`src/fbmc_pkg.sv`:
```
// Package for the flash bus mode controller: pin groups, timing counts, commands.
// Assumes a 100 MHz core clock and an asynchronous x16 parallel flash on the pins.
package fbmc_pkg;

  // ----------------------------------------------------------------
  // Clock and timing
  // ----------------------------------------------------------------
  localparam int CLK_PERIOD_PS = 10000;
  localparam int ADDR_ACCESS_PS = 70000;        // address_access_time
  localparam int CE_ACCESS_PS = 70000;          // chip-select access time
  localparam int WR_PULSE_PS = 35000;           // write strobe low time
  localparam int WR_HIGH_PS = 20000;            // write strobe high time
  localparam int RESET_PULSE_MIN_PS = 500000;   // reset_pulse_min
  localparam int RESET_RELEASE_PS = 50000;      // reset_release_delay
  localparam int RESET_READY_PS = 20000000;     // reset_ready_time
  localparam int ACC_SETTLE_PS = 1000000;       // accel level settle time
  localparam int SLEEP_EXTRA_PS = 150000;       // stable address time beyond access time before sleep

  // Least times round up
  localparam int ADDR_ACCESS_CYC = (ADDR_ACCESS_PS + CLK_PERIOD_PS - 1) / CLK_PERIOD_PS;
  localparam int CE_ACCESS_CYC = (CE_ACCESS_PS + CLK_PERIOD_PS - 1) / CLK_PERIOD_PS;
  localparam int RD_WAIT_CYC = (CE_ACCESS_CYC > ADDR_ACCESS_CYC) ? CE_ACCESS_CYC : ADDR_ACCESS_CYC;
  localparam int WR_PULSE_CYC = (WR_PULSE_PS + CLK_PERIOD_PS - 1) / CLK_PERIOD_PS;
  localparam int WR_HIGH_CYC = (WR_HIGH_PS + CLK_PERIOD_PS - 1) / CLK_PERIOD_PS;
  localparam int RESET_PULSE_CYC = (RESET_PULSE_MIN_PS + CLK_PERIOD_PS - 1) / CLK_PERIOD_PS;
  localparam int RESET_RELEASE_CYC = (RESET_RELEASE_PS + CLK_PERIOD_PS - 1) / CLK_PERIOD_PS;
  localparam int RESET_READY_CYC = (RESET_READY_PS + CLK_PERIOD_PS - 1) / CLK_PERIOD_PS;
  localparam int ACC_SETTLE_CYC = (ACC_SETTLE_PS + CLK_PERIOD_PS - 1) / CLK_PERIOD_PS;
  localparam int SLEEP_CYC = ADDR_ACCESS_CYC + (SLEEP_EXTRA_PS + CLK_PERIOD_PS - 1) / CLK_PERIOD_PS;

  localparam int CNT_W = 24;

  // ----------------------------------------------------------------
  // Widths and address map
  // ----------------------------------------------------------------
  localparam int ADDR_W = 23;
  localparam int DATA_W = 16;
  localparam int BANK_LSB = 20;                 // A22-A20 select the bank
  localparam int SECT_LSB = 12;                 // A22-A12 select the sector
  localparam logic [2:0] BANK_FIRST = 3'h0;
  localparam logic [2:0] BANK_LAST = 3'h7;
  localparam int SMALL_SECTORS = 8;             // 4 Kword sectors at the base
  localparam int SMALL_PER_BIG = 8;             // 4 Kword blocks per 32 Kword sector

  // ----------------------------------------------------------------
  // Host command port
  // ----------------------------------------------------------------
  typedef enum logic [2:0] {
    FBMC_OP_READ  = 3'h0,
    FBMC_OP_WRITE = 3'h1,
    FBMC_OP_RESET = 3'h2,
    FBMC_OP_ACC   = 3'h3,
    FBMC_OP_NOACC = 3'h4
  } fbmc_op_t;

  typedef struct packed {
    fbmc_op_t            op;
    logic [ADDR_W-1:0]   addr;
    logic [DATA_W-1:0]   wdata;
  } fbmc_req_t;

  typedef struct packed {
    logic [DATA_W-1:0]   rdata;
    logic [2:0]          bank;
    logic [6:0]          sector;
  } fbmc_rsp_t;

  // Pins driven toward the flash
  typedef struct packed {
    logic                chip_select_n;
    logic                write_strobe_n;
    logic                output_gate_n;
    logic                hardware_clear_n;
    logic                accel_level;    // 1 requests accelerated_program_level
    logic [ADDR_W-1:0]   addr;
    logic [DATA_W-1:0]   data_out;
    logic                data_oe_n;
  } fbmc_pins_t;

  // First bank sector number from a word address
  function automatic logic [6:0] fbmc_sector(input logic [ADDR_W-1:0] a);
    logic [10:0] s;
    s = a[ADDR_W-1:SECT_LSB];
    if (s[10:3] == 8'h00)
      fbmc_sector = {4'h0, s[2:0]};
    else
      fbmc_sector = 7'(s[10:3] + 8'(SMALL_SECTORS - 1));
  endfunction

endpackage

```
`src/fbmc_ctrl.sv`:
```
// Host-side controller that runs read, command-write, reset and accelerate cycles
// on an asynchronous x16 NOR flash. Requests arrive on a valid/ready port in core_clk.
`timescale 1ns/100ps
`default_nettype none

// Flash device rules that bear on this block
// - Command writes drive chip select and write strobe low with output gate high.
// - In fast program mode a word program is two write cycles, not four.
// - Apply accelerated level only for programming; otherwise drive the pin high. The block drives accel_level 0 when not accelerating.
// - Reads from standby wait the full chip-select access time before sampling.
// - Host reissues an interrupted operation once the device accepts commands again.
// - Reads start only after the release delay following reset going high.
// - Array read drives output gate and chip select low, write strobe high.
module fbmc_ctrl
(
  input  wire logic                         core_clk,
  input  wire logic                         rst,
  input  wire logic                         req_valid,
  output logic                              req_ready,
  input  wire fbmc_pkg::fbmc_req_t          req,
  output logic                              rsp_valid,
  output fbmc_pkg::fbmc_rsp_t               rsp,
  output logic                              op_aborted,
  output logic                              flash_busy,
  output fbmc_pkg::fbmc_pins_t              pins,
  input  wire logic [fbmc_pkg::DATA_W-1:0]  data_in,
  input  wire logic                         ready_busy_n
);
  import fbmc_pkg::*;

  // ----------------------------------------------------------------
  // States
  // ----------------------------------------------------------------
  typedef enum logic [7:0] {
    ST_IDLE  = 8'h01,
    ST_RD    = 8'h02,
    ST_WRLO  = 8'h04,
    ST_WRHI  = 8'h08,
    ST_RSTLO = 8'h10,
    ST_RSTBZ = 8'h20,
    ST_RSTRH = 8'h40,
    ST_ACC   = 8'h80
  } fbmc_state_t;

  fbmc_state_t         state_r;
  fbmc_state_t         state_nxt;
  logic [CNT_W-1:0]    cnt_r;
  fbmc_pins_t          pins_r;
  fbmc_pins_t          pins_nxt;
  fbmc_req_t           req_r;
  logic                rsp_valid_r;
  fbmc_rsp_t           rsp_r;
  logic                abort_r;
  logic                busy_seen_r;
  logic [2:0]          rb_sync_r;
  logic                rb_level_r;

  // ----------------------------------------------------------------
  // Ready/busy input synchroniser
  // ----------------------------------------------------------------
  // Three stages; level changes once stages two and three agree
  always_ff @(posedge core_clk)
  begin
    if (rst)
    begin
      rb_sync_r  <= 3'h7;
      rb_level_r <= 1'b1;
    end
    else
    begin
      rb_sync_r <= {rb_sync_r[1:0], ready_busy_n};
      if (rb_sync_r[1] == rb_sync_r[2])
        rb_level_r <= rb_sync_r[2];
    end
  end

  // ----------------------------------------------------------------
  // Decode
  // ----------------------------------------------------------------
  // Count finished and request acceptance terms
  wire cnt_done  = (cnt_r == '0);
  wire take_req  = req_valid && (state_r == ST_IDLE) && rb_level_r;
  wire take_rst  = req_valid && (state_r == ST_IDLE) && (req.op == FBMC_OP_RESET);
  wire was_busy  = !rb_level_r;
  wire from_stby = pins_r.chip_select_n;

  // ----------------------------------------------------------------
  // Next state and pin values
  // ----------------------------------------------------------------
  // Idle pins: deselected (standby), outputs gated, bus released
  always_comb
  begin
    state_nxt = state_r;
    pins_nxt = pins_r;
    unique case (state_r)
      ST_IDLE:
      begin
        pins_nxt.chip_select_n  = 1'b1;
        pins_nxt.write_strobe_n = 1'b1;
        pins_nxt.output_gate_n  = 1'b1;
        pins_nxt.data_oe_n      = 1'b1;
        if (take_rst)
        begin
          pins_nxt.hardware_clear_n = 1'b0;
          state_nxt = ST_RSTLO;
        end
        else if (take_req)
        begin
          pins_nxt.addr = req.addr;
          unique case (req.op)
            FBMC_OP_READ:
            begin
              pins_nxt.chip_select_n = 1'b0;
              pins_nxt.output_gate_n = 1'b0;
              state_nxt = ST_RD;
            end
            FBMC_OP_WRITE:
            begin
              pins_nxt.chip_select_n  = 1'b0;
              pins_nxt.write_strobe_n = 1'b0;
              pins_nxt.data_out       = req.wdata;
              pins_nxt.data_oe_n      = 1'b0;
              state_nxt = ST_WRLO;
            end
            FBMC_OP_ACC:
            begin
              pins_nxt.accel_level = 1'b1;
              state_nxt = ST_ACC;
            end
            FBMC_OP_NOACC:
            begin
              pins_nxt.accel_level = 1'b0;
              state_nxt = ST_ACC;
            end
            default: state_nxt = ST_IDLE;
          endcase
        end
      end
      ST_RD:
        if (cnt_done)
          state_nxt = ST_IDLE;
      ST_WRLO:
        if (cnt_done)
        begin
          pins_nxt.write_strobe_n = 1'b1;
          state_nxt = ST_WRHI;
        end
      ST_WRHI:
        if (cnt_done)
        begin
          pins_nxt.chip_select_n = 1'b1;
          pins_nxt.data_oe_n     = 1'b1;
          state_nxt = ST_IDLE;
        end
      ST_RSTLO:
        if (cnt_done)
        begin
          pins_nxt.hardware_clear_n = 1'b1;
          state_nxt = ST_RSTBZ;
        end
      ST_RSTBZ:
        if (rb_level_r || cnt_done)
          state_nxt = ST_RSTRH;
      ST_RSTRH:
        if (cnt_done)
          state_nxt = ST_IDLE;
      ST_ACC:
        if (cnt_done)
          state_nxt = ST_IDLE;
      default: state_nxt = ST_IDLE;
    endcase
  end

  // ----------------------------------------------------------------
  // Wait counter load values
  // ----------------------------------------------------------------
  // Read from standby waits the longer of chip-select and address access time; with chip select already low, address access only
  logic [CNT_W-1:0] cnt_load;
  always_comb
  begin
    cnt_load = '0;
    unique case (state_nxt)
      ST_RD:    cnt_load = from_stby ? CNT_W'(RD_WAIT_CYC - 1) : CNT_W'(ADDR_ACCESS_CYC - 1);
      ST_WRLO:  cnt_load = CNT_W'(WR_PULSE_CYC - 1);
      ST_WRHI:  cnt_load = CNT_W'(WR_HIGH_CYC - 1);
      ST_RSTLO: cnt_load = CNT_W'(RESET_PULSE_CYC - 1);
      ST_RSTBZ: cnt_load = CNT_W'(RESET_READY_CYC - 1);
      ST_RSTRH: cnt_load = CNT_W'(RESET_RELEASE_CYC - 1);
      ST_ACC:   cnt_load = CNT_W'(ACC_SETTLE_CYC - 1);
      default:  cnt_load = '0;
    endcase
  end

  // ----------------------------------------------------------------
  // State, counter and pin registers
  // ----------------------------------------------------------------
  always_ff @(posedge core_clk)
  begin
    if (rst)
    begin
      state_r <= ST_IDLE;
      cnt_r   <= '0;
      pins_r  <= '{chip_select_n: 1'b1, write_strobe_n: 1'b1, output_gate_n: 1'b1,
                   hardware_clear_n: 1'b1, accel_level: 1'b0, addr: '0,
                   data_out: '0, data_oe_n: 1'b1};
    end
    else
    begin
      state_r <= state_nxt;
      pins_r  <= pins_nxt;
      cnt_r   <= (state_nxt != state_r) ? cnt_load : (cnt_done ? cnt_r : cnt_r - 1'b1);
    end
  end

  // ----------------------------------------------------------------
  // Request capture, response and abort flag
  // ----------------------------------------------------------------
  // Read data sampled on the final wait cycle; abort marks a reset over busy device
  always_ff @(posedge core_clk)
  begin
    if (rst)
    begin
      req_r       <= '0;
      rsp_valid_r <= 1'b0;
      rsp_r       <= '0;
      abort_r     <= 1'b0;
      busy_seen_r <= 1'b0;
    end
    else
    begin
      if (take_req || take_rst)
        req_r <= req;
      rsp_valid_r <= 1'b0;
      if (take_rst)
        busy_seen_r <= was_busy;
      if (state_r == ST_RD && cnt_done)
      begin
        rsp_valid_r <= 1'b1;
        rsp_r.rdata  <= data_in;
        rsp_r.bank   <= req_r.addr[ADDR_W-1:BANK_LSB];
        rsp_r.sector <= fbmc_sector(req_r.addr);
      end
      else if (state_r == ST_WRHI && cnt_done)
        rsp_valid_r <= 1'b1;
      else if (state_r == ST_RSTRH && cnt_done)
      begin
        rsp_valid_r <= 1'b1;
        abort_r     <= busy_seen_r;
      end
      else if (state_r == ST_ACC && cnt_done)
        rsp_valid_r <= 1'b1;
      if (take_req)
        abort_r <= 1'b0;
    end
  end

  // ----------------------------------------------------------------
  // Outputs
  // ----------------------------------------------------------------
  // Ready and busy mirror registered state; program/erase keep running if deselected
  logic req_ready_r;
  logic busy_r;
  always_ff @(posedge core_clk)
  begin
    if (rst)
    begin
      req_ready_r <= 1'b0;
      busy_r      <= 1'b0;
    end
    else
    begin
      req_ready_r <= (state_nxt == ST_IDLE) && !(take_req || take_rst);
      busy_r      <= !rb_level_r;
    end
  end

  assign req_ready  = req_ready_r;
  assign rsp_valid  = rsp_valid_r;
  assign rsp        = rsp_r;
  assign op_aborted = abort_r;
  assign flash_busy = busy_r;
  assign pins       = pins_r;

endmodule

`default_nettype wire

```
`config.mk`:
```
export PLATFORM = sky130hd
export DESIGN_NAME = fbmc_ctrl
export DESIGN_NICKNAME = d
export VERILOG_FILES = /design/src/fbmc_pkg.sv /design/src/fbmc_ctrl.sv
export SDC_FILE = /design/constraint.sdc
export NUM_CORES = 1
export LEC_CHECK = 0
export BUFFER_PORTS_ARGS = -buffer_cell sky130_fd_sc_hd__buf_2
export CAP_MARGIN = 10
export CORE_MARGIN = 2
export CORE_UTILIZATION = 40
export DETAILED_ROUTE_END_ITERATION = 12
export PLACE_DENSITY = 0.62
export SETUP_SLACK_MARGIN = 0.5
export SYNTH_ARGS = -nofsm -noshare
export SYNTH_HDL_FRONTEND = slang
export SYNTH_SLANG_ARGS = --single-unit
export TNS_END_PERCENT = 50
```
`constraint.sdc`:
```
create_clock -name core_clk -period 4.3 [get_ports core_clk]
set_clock_uncertainty 0.05 [all_clocks]
set_input_delay 0.215 -clock core_clk [delete_from_list [all_inputs] [get_ports core_clk]]
set_output_delay 0.215 -clock core_clk [all_outputs]
set_load 0.05 [all_outputs]
```
After elaboration in Yosys (flattened, before gate mapping)
Cells that the tools add are included.
{"block": "word_totals", "regBits": 135, "input_bits": 62, "out_inout_bits": 75, "elab_cells": 114}
{"block": "classes", "add_sub_neg": 2, "n_eq_ne": 27, "n_mux": 31, "bitwise": 3, "n_reduce_logical": 30}
{"cell": "$pmux 11 s7", "n": 1}
{"cell": "$mux 24", "n": 2}
{"cell": "$mux 8", "n": 6}
{"cell": "$pmux 8 s5", "n": 1}
{"cell": "$logic_not 24->1", "n": 1}
{"cell": "$pmux 8 s3", "n": 1}
{"cell": "$sub 24x1->24 const B", "n": 1}
{"cell": "$eq 8x1->1 const B", "n": 2}
{"cell": "$eq 8x2->1 const B", "n": 2}
{"cell": "$eq 8x3->1 const B", "n": 2}
{"cell": "$eq 8x4->1 const B", "n": 2}
{"cell": "$eq 8x5->1 const B", "n": 2}
{"cell": "$eq 8x6->1 const B", "n": 2}
{"cell": "$eq 8x7->1 const B", "n": 2}
{"cell": "$eq 8x8->1 const B", "n": 2}
{"cell": "$mux 1", "n": 12}
{"cell": "$pmux 1 s2", "n": 5}
{"cell": "$reduce_and 3->1", "n": 3}
{"cell": "$logic_and 1x1->1", "n": 8}
{"cell": "$logic_not 8->1", "n": 1}
{"cell": "$ne 2x2->1 const B", "n": 4}
{"cell": "$ne 8x8->1", "n": 1}
{"cell": "$reduce_and 4->1", "n": 2}
{"cell": "$reduce_bool 2->1", "n": 4}
{"cell": "15 further kinds", "n": 24}

Longest topological paths before layout
Gate-level depths: netlist of run 1.
{"block": "logic_depth", "word_depth": 9, "mapped_depth": 11, "mapped_depth_nobuf": 9}

Worst setup path before layout of run 1
No wires, ideal clock.
{"block": "synth_path", "kind": "register to register", "start": "register cnt_r[0]", "end": "register cnt_r[0]", "setup_ns": 0.131, "t_arrival_ns": 2.472, "required_ns": 4.119, "slack_ns": 1.646, "stages_incl_launch_ff": 10, "n_path_buf": 0, "synth_period_minus_slack_ns": 2.654, "path_cell_list": "dfxtp_1 > inv_1 > ha_1 > nor3b_2 > nand3_1 > or4_1 > o21a_2 > a22o_1 > o41ai_1 > mux2i_1"}
{"block": "synth_between", "elab_chain_cells": 7, "word_cells_on_any_way": 20, "classes_between": "1 x add/sub; 9 x eq/ne; 8 x mux; 2 x reduce/logical"}
{"item": "start, declared", "line_no": "fbmc_ctrl.sv:47", "source": "logic [CNT_W-1:0] cnt_r;"}
{"item": "start signal, assigned", "line_no": "fbmc_ctrl.sv:211", "source": "cnt_r <= (state_nxt != state_r) ? cnt_load : (cnt_done ? cnt_r : cnt_r - 1'b1);"}
{"item": "$logic_not 24->1", "line_no": "fbmc_ctrl.sv:81", "source": "wire cnt_done = (cnt_r == '0);"}
{"item": "$logic_or 1x1->1", "line_no": "fbmc_ctrl.sv:162", "source": "if (rb_level_r || cnt_done)"}
{"item": "$mux 8", "line_no": "fbmc_ctrl.sv:162"}
{"item": "$pmux 8 s5", "line_no": "fbmc_ctrl.sv:95", "source": "unique case (state_r)"}
{"item": "$eq 8x8->1, or another cell as far along", "line_no": "fbmc_ctrl.sv:182", "source": "unique case (state_nxt)"}
{"item": "$pmux 11 s7", "line_no": "fbmc_ctrl.sv:182"}
{"item": "$mux 24", "line_no": "fbmc_ctrl.sv:211"}
Several ways; a longest one is shown, not always the timed one. The select of a mux whose other input is x is not followed.
A chain may end at the register's enable or synchronous reset.

Worst setup path in the final report of run 1
{"block": "layout_path", "start": "register cnt_r[0]", "end": "register cnt_r[6]"}
The elaborated chain is that of the path after synthesis.

==> metrics.txt, run 1 <==
Clock Latency Late Sink between 400 and 500 ps; Die X roughly 120 µm; number of global-route vias before repair 5063; mux share of post-synthesis cell area 1.11%; grt ovf 0; Placed Area approximately 6000 µm²; Avg WL per Cell ~14 µm; Max Fclk ~300 MHz; dpl hpwl 9350 µm; DR DRC count 0; max cap viols 0; Main synth FF type dfxtp_1; Hold WS between 10 and 15 ps; flops & latches, synth roughly 120; xor and xnor area share after synthesis under 10%; first-pass GRT wire length approximately 24000 µm; Syn Nets 712; Worst setup SP type flip-flop; Initial DRC Count 397; Setup crit start cnt_r[0]$_SDFFE_PP0P_; Critical Path AT 3630 ps; Final Cell Area just over 7000 µm²; area of the core 13200 µm²; post-CTS setup buffers 0; EDFF count, synth 0; crit-path max FO 21; Pre-antenna DRT Iters 4; worst vdd ir ~320 µV; worst reg2reg path endpoint cnt_r[6]$_SDFFE_PP0P_; CTS clk-pin slew, worst paths around 50 ps; Max-slew headroom ~34%; Worst-Margin Slew just under 1000 ps; Hold Path Class primary input to flip-flop; Syn-to-layout area delta 33.1%; Resized Gates After CTS 0; Adder-Cell Fraction of Synth Area less than 1%; CTS H-tree depth 4; Hold Path Sink pins[29]$_SDFFE_PP0P_; Crit. End Element flip-flop; routability cong. a little under 0.9; min-delay src req[28]; synthesized instance count between 600 and 700; outcome complete, no violations; initial antenna violation count 0; Port Buffers around 140; Final Worst Setup Slack 956 ps; Tmin final ~3300 ps; Mean Syn Cell Area 8.32 µm²; total chip power roughly 4.0 mW; setup violators final 0; FP Rows 42; CTS buffer count 17; RSZ-0062 raised after global routing no; IO Count 137; Reg2Reg Setup Slack 960 ps; Reg-to-Reg Start cnt_r[0]$_SDFFE_PP0P_; CTS Hold Bufs 48; Max clock buf depth 2; complex-gate fraction of the synthesized area approximately 15%; Slew Viols, Final 0; commonest non-fill, non-tap cell in the layout nand2_1; antenna fix cells 0; chip height roughly 120 µm; post-synthesis sequential area ratio between 40% and 50%; Final ANT Viol Nets 0; PwrDens 557 nW/µm²; CTS sink cnt 123; ratio of cells with drive above 1 in the final layout between 20% and 30%; Post-Place Setup Slack 1000 ps; simple-gate share of the synthesized area 29.2%; Tcrit/Tclk final about 80%; GR Util All Layers between 20% and 30%; Fin. Hold Viols 0; CP required 4590 ps; most frequent cells in the layout nand2_1 (166), buf_2 (135), dfxtp_1 (123); R2R cell count 10; root buf cell clkbuf_16; CTS tree done; Synth Warn # 0; largest net degree at the start of global routing 64; Final nets 876; Routed Wire Length about 14000 µm; Post-Syn Area 5390 µm²; setup_tns 0 ps; die area between 10000 and 15000 µm²; Initial Util between 40% and 50%; largest family of logic cells by synthesized area simple AND/OR/NAND/NOR gates; Critical Setup Path Class flip-flop to flip-flop; Vias 5146; DR vias/cell 5.14; LEAKAGE between 3 and 4 nW; Distinct cells, synth 59; Hold Path Stages 3; Post-synth ARST share 0%
[routing by layer]
| layer | global-route usage [%] | wire length (µm) | vias to the layer above |
|---|---|---|---|
| met1 | 24.8 | 6400 | 2396 |
| met4 | 8.75 | 269 | 0 |
| li1 | - | - | 2549 |
| met3 | 6.37 | 1050 | 25 |
| met2 | 33.3 | 6760 | 176 |
| met5 | 0 | 0 | - |
[cell type report]
cell class	count	area, µm²
fillers	1189	6010
multi-input cells	476	2690
flip-flops and latches	123	2460
repair buffers	188	1190
clock buffers	19	443
well taps	176	220
clock inverters	13	150
inverters	6	22.5
[sequential cells by signal, summed over array words and instances, names as in the netlist]
register / cells
pins: 44
rb_level_r: 1
op_aborted: 1
rsp_valid: 1
rsp: 26
state_r: 8
req_ready: 1
busy_seen_r: 1
from_stby: 1
cnt_r: 24
req_r: 11
rb_sync_r: 3
flash_busy: 1
[per-stage QoR]
step,cells,util (%)
3_5_place_dp,921,46.3
4_1_cts,1001,54.4
2_1_floorplan,648,-
6_report,1001,54.4
5_1_grt,1001,54.4
3_3_place_gp,921,46.3
[cell usage after synthesis (all sizes together) (5+ instances only)]
cell type | number | area [µm²]
and2 | 7 | 43.8
clkbuf | 28 | 105
nor4 | 21 | 186
nand2b | 12 | 75.1
buf | 15 | 115
o41ai | 5 | 58.8
xnor2 | 17 | 149
mux2i | 6 | 60.1
nor3b | 6 | 55.1
o21ai | 19 | 95.1
dfxtp | 123 | 2460
nor2 | 30 | 113
nand3 | 10 | 50.1
xor2 | 10 | 87.6
a21oi | 84 | 420
inv | 6 | 22.5
or2 | 5 | 33.8
a211oi | 6 | 45.0
nand2 | 166 | 623
nor3 | 23 | 180
[worst max-delay path by stage]
stage,end,depth (start not counted)
after floorplan,cnt_r[0]$_SDFFE_PP0P_,9
after detailed placement,cnt_r[5]$_SDFFE_PP0P_,10
after global routing,cnt_r[6]$_SDFFE_PP0P_,10
after global placement,cnt_r[6]$_SDFFE_PP0P_,10
after CTS,cnt_r[6]$_SDFFE_PP0P_,10
final,cnt_r[6]$_SDFFE_PP0P_,10
[worst max-delay path: stages, from the launching register on]
cell and delay [ps]:
dfxtp_1 330, inv_1 70, ha_1 170, nor3b_2 300, nand3_1 260, or4_1 790, o21a_2 290, o2bb2ai_2 210
or3_1 210, buf_4 350, mux2i_1 210
[cell families (layout without fill, tap and decap cells)]
family	count (synthesis)	in the layout
AO/OA/AOI/OAI	134	134
XOR/XNOR	27	27
adder cells (fa/ha/maj)	2	2
buffers and inverters	49	226
flip-flops	123	123
multiplexers	6	6
AND/OR/NAND/NOR	307	307
[where the power goes]
| group | leakage, nW | internal, mW | total [mW] | switching [mW] |
|---|---|---|---|---|
| Combinational | 1.71 | 0.471 | 1.19 | 0.722 |
| Sequential | 1.00 | 1.26 | 1.38 | 0.115 |
| Clock | 0.296 | 0.919 | 1.43 | 0.509 |
| Total | 3.00 | 2.65 | 4.00 | 1.35 |
No activity file was read; power rests on OpenSTA's default activity.
==> inputs of run 2 (changes only) <==
- PLACE_DENSITY: 0.62 -> 0.64
- clock period: 4.3 -> 2.75 ns (I/O delays scaled with it)
==> run 2 against run 1 <==
Net effect:
- sequential cell count unchanged
- routed wire length increased by 19%
- register-to-register slack got worse by 850 ps
- combinational power increased by 120%
- first-iteration DRC count decreased by 12%
- cell count increased by 7.0%
- worst setup slack got worse by 850 ps
==> metrics.txt, run 2 (same netlist as run 1, synthesis figures left out) <==
Vias 5559; RSZ-0062 raised after global routing yes; initial antenna violation count 0; total chip power roughly 7.0 mW; max reg flops 44; Hold Path Stages 3; Hold Path Class primary input to flip-flop; largest net degree at the start of global routing 65; Reg2Reg Setup Slack roughly 100 ps; Slew Viols, Final 0; CP required about 3100 ps; CTS H-tree depth 4; grt ovf 0; die area 14400 µm²; routability cong. a little under 1; root buf cell clkbuf_16; area of the core 13200 µm²; CTS clk-pin slew, worst paths roughly 60 ps; dpl hpwl approximately 9800 µm; Max-slew headroom 51.6%; Fin. Hold Viols 0; CTS buffer count 17; CTS sink cnt roughly 120; Worst-Margin Slew 725 ps; Reg-to-Reg Start state_r[4]$_SDFF_PP0_; Pre-antenna DRT Iters 5; antenna fix cells 0; Hold WS approximately 140 ps; Final Cell Area roughly 8300 µm²; Clock Latency Late Sink 420 ps; Initial DRC Count 350; crit-path max FO 6; DR DRC count 0; FP Rows 42; Die X between 100 and 150 µm; worst reg2reg path endpoint cnt_r[4]$_SDFFE_PP0P_; worst vdd ir around 440 µV; Post-Place Cells 944; outcome complete, no violations; min-delay src req[39]; Tmin final roughly 2600 ps; most frequent cells in the layout nand2_1 (140), buf_2 (135), dfxtp_1 (118); Post-Place Setup Slack -41.9 ps; Final nets between 900 and 1000; Hold Path Sink pins[40]$_SDFFE_PP0P_; ratio of cells with drive above 1 in the final layout 37.4%; IO Count 137; Final ANT Viol Nets 0; Port Buffers ~140; max cap viols 0; Final Worst Setup Slack roughly 100 ps; Critical Path AT between 2000 and 3000 ps; Non-Filler Instances 1071; Max Fclk between 300 and 400 MHz; Tcrit/Tclk final between 90% and 100%; PwrDens approximately 840 nW/µm²; Syn-to-layout area delta 54.5%; R2R cell count 11; GR Util All Layers a little under a quarter; commonest non-fill, non-tap cell in the layout nand2_1; Placed Area 6360 µm²; Initial Util 40.9%; Util after Layout a little over three fifths; Max clock buf depth 2; chip height approximately 120 µm; CTS tree done; LEAKAGE 3.48 nW; Crit. End Element flip-flop; setup violators final 0; Worst setup SP type flip-flop; Avg WL per Cell approximately 16 µm; first-pass GRT wire length 27100 µm; Critical Setup Path Class flip-flop to flip-flop; DR vias/cell 5.19; Routed Wire Length 17200 µm; setup_tns 0 ps; number of global-route vias before repair 5552
run 2: cell count changes in the layout (fill, tap and decap cells not counted), sizes merged:
cell,previous run,this run
bufinv,3,2
clkinv,9,8
clkbuf,19,20
dlygate4sd3,48,57
inv,6,7
nand2,166,168
buf,140,199
run 2: timing repair:
| action | 4_1_cts | 5_1_grt |
|---|---|---|
| buffers inserted | 24 | 9 |
| gates cloned | 5 | 0 |
| gates resized for setup | 64 | 39 |
| pin swaps | 40 | 16 |
| hold endpoints to repair | 68 | 0 |
| hold buffers | 57 | 0 |
| setup endpoints to repair | 105 | 114 |
run 2: layer usage:
layer / GRT usage (%) / wire [µm] / vias to the layer above
li1: - / - / 2695
met1: 28.1 / 7170 / 2615
met2: 39.6 / 8450 / 207
met3: 6.23 / 1100 / 42
met4: 10.5 / 454 / 0
met5: 0 / 0 / -
run 2: cell type report:
| type | instances | area, µm² |
|---|---|---|
| Multi-Input combinational cell | 478 | 3140 |
| Sequential cell | 123 | 2470 |
| Inverter | 6 | 22.5 |
| Clock inverter | 12 | 120 |
| Fill cell | 1071 | 4860 |
| Tap cell | 176 | 220 |
| Clock buffer | 20 | 457 |
| Timing Repair Buffer | 256 | 1900 |
run 2: worst max path at each step:
stage,from,endpoint,cells after the start
floorplan,state_r[1]$_SDFF_PP0_,cnt_r[0]$_SDFFE_PP0P_,10
CTS,state_r[1]$_SDFF_PP0_,cnt_r[2]$_SDFFE_PP0P_,9
finish,state_r[4]$_SDFF_PP0_,cnt_r[4]$_SDFFE_PP0P_,11
detailed placement,cnt_r[16]$_SDFFE_PP0P_,cnt_r[0]$_SDFFE_PP0P_,8
global placement,state_r[1]$_SDFF_PP0_,cnt_r[10]$_SDFFE_PP0P_,8
global route,state_r[1]$_SDFF_PP0_,cnt_r[2]$_SDFFE_PP0P_,10
run 2: worst max-delay path, stage by stage (launching register included):
cell and delay (ps):
dfxtp_2 320, or3_4 410, buf_4 160, nor4_4 180, buf_4 190, a211oi_4 50, mux2i_4 210, o21ba_4 220
or3_4 370, buf_12 150, buf_16 140, a21oi_2 130
run 2: power breakdown:
| part | internal (mW) | switching (mW) | total, mW | leakage [nW] |
|---|---|---|---|---|
| clock network | 1.37 | 0.805 | 2.18 | 0.289 |
| registers | 1.97 | 0.212 | 2.18 | 1.00 |
| logic | 1.25 | 1.40 | 2.65 | 2.18 |
| total | 4.59 | 2.42 | 7.01 | 3.47 |
==> inputs of run 3 (changes only) <==
- PLACE_DENSITY: 0.64 -> 0.71
- RECOVER_POWER: unset -> 25
==> run 3 against run 2 <==
Net effect:
- maximum frequency decreased by 1.9%
- sequential share of layout area decreased by 1.1 points
- worst setup slack got worse by 52 ps
- critical path type unchanged
- largest power group is now clock
==> metrics.txt, run 3 (same netlist as run 1, synthesis figures left out) <==
outcome complete, no violations; sw frac between 30% and 40%; Port Buffers approximately 140; Reg-to-Reg Start state_r[1]$_SDFF_PP0_; Crit. End Element flip-flop; Syn-to-layout area delta 60.6%; register area roughly 2500 µm²; Util after Layout about two thirds; Critical Path AT 2990 ps; fillcell total a little under 1000; grt ovf 0; largest net degree at the start of global routing 64; CTS sink cnt 123; max cap viols 0; Initial DRC Count 339; CTS buffer count 17; crit-path max FO 5; Die X roughly 120 µm; FP Rows 42; ratio of cells with drive above 1 in the final layout between 30% and 40%; max reg flops 44; Vias about 5700; Max Fclk 371 MHz; Critical Setup Path Class flip-flop to flip-flop; CP required roughly 3000 ps; Initial Util ~40%; DR vias/cell between 5 and 6; Reg power frac a little under a third; internal cell power roughly 4.4 mW; Max-slew headroom between 30% and 40%; Most Crowded Layer GR met2; Avg WL per Cell roughly 17 µm; RSZ-0062 raised after global routing yes; Tcrit/Tclk final a little over nine tenths; Final nets between 900 and 1000; area of the core 13200 µm²; Comb pwr share ~34%; GR Util met2 40.3%; Worst-Margin Slew between 900 and 1000 ps; Tmin final roughly 2700 ps; CP peak stage delay 420 ps; total chip power ~6.6 mW; initial antenna violation count 0; Hold Path Class primary input to flip-flop; Fin. Hold Viols 0; first-pass GRT wire length roughly 27000 µm; number of global-route vias before repair between 5000 and 6000; root buf cell clkbuf_16; Max clock buf depth 2; Sw Pwr roughly 2.2 mW; clock power share 34.9%; antenna fix cells 0; DR DRC count 0; Setup crit start state_r[1]$_SDFF_PP0_; CTS clk-pin slew, worst paths approximately 50 ps; IO Count 137; chip height around 120 µm; worst vdd ir between 400 and 500 µV; Pre-antenna DRT Iters 5; CTS H-tree depth 4; PwrDens approximately 760 nW/µm²; GR Util All Layers around a quarter; Clock Latency Late Sink roughly 430 ps; CTS tree done; LEAKAGE 3.57 nW; routability cong. between 0.9 and 1; min-delay src req[39]; Routed Wire Length roughly 18000 µm; Final ANT Viol Nets 0; met1 usage between 20% and 30%; GR met3 Demand/Resource between 7 and 8%; Worst setup SP type flip-flop; commonest non-fill, non-tap cell in the layout nand2_1; worst path cell trace or3_4, nor4_4, buf_4, a211oi_4, mux2i_2, o21ba_4, or3_4, buf_12, buf_16, o21ai_1; dpl hpwl approximately 9700 µm; setup violators final 0; Slowest-stage cell, CP or3_4; Slew Viols, Final 0; crit-path most repeated cell or3_4; die area 14400 µm²; area of the multi-input gates approximately 3200 µm²; most frequent cells in the layout nand2_1 (132), dfxtp_1 (114), buf_2 (93)
run 3: cell type report:
cell class	count	area share [%]
tap	176	2.54
clock buffer	19	5.11
timing repair buffer	273	24.3
inverter	6	0.260
clock inverter	13	1.92
sequential	123	28.6
multi-input combinational	476	37.3
run 3: path summary, 6_finish.rpt:
check             cells after the start  slack, ps                 endpoint
hold / removal                        3         40    pins[40]$_SDFFE_PP0P_
setup / recovery                     10         50    cnt_r[9]$_SDFFE_PP0P_
hold reg to reg                       1        380  rb_sync_r[1]$_SDFF_PP1_
setup reg to reg                     10         50    cnt_r[9]$_SDFFE_PP0P_
run 3: repair_timing:
item                       in CTS  in global routing
pin swaps                      30                 47
gates cloned                    6                  3
hold buffers                   57                  0
hold endpoints to repair       68                  0
setup buffers                  20                  9
setup endpoints to repair      87                115
resized for setup              42                110
run 3: worst max-delay path: cells and delay by family (launching register included):
kind                   cells  cell delay [ps]
AND/OR/NAND/NOR            3             1170
multiplexers               1              180
flip-flops                 1              320
AO/OA/AOI/OAI              3              400
buffers and inverters      3              480
run 3: per-layer routing:
metal	wire (µm)	share of wire, %
met3	1200	6.7
met2	8750	49
met5	0	0
met4	472	2.6
met1	7510	42
run 3: power by group through the flow:
stage | Combinational [mW] | Clock, mW | Sequential (mW)
floorplan | 1.43 | 0 | 2.27
global placement | 2.06 | 0 | 2.17
detailed placement | 2.07 | 0 | 2.18
CTS | 1.89 | 2.32 | 2.04
global route | 2.39 | 2.40 | 2.08
finish | 2.21 | 2.29 | 2.06
run 3: stage by stage:
step	worst slack (ps)	hold WS [ps]	TNS, ps	area (µm²)	cells
after floorplan	167	191	0	5460	648
after global routing	-7.75	59.5	-15.1	8660	1086
after global placement	147	272	0	6480	959
after detailed placement	62.1	291	0	6480	959
after CTS	138	27.6	0	8140	1074
final	53.0	40.5	0	8660	1086
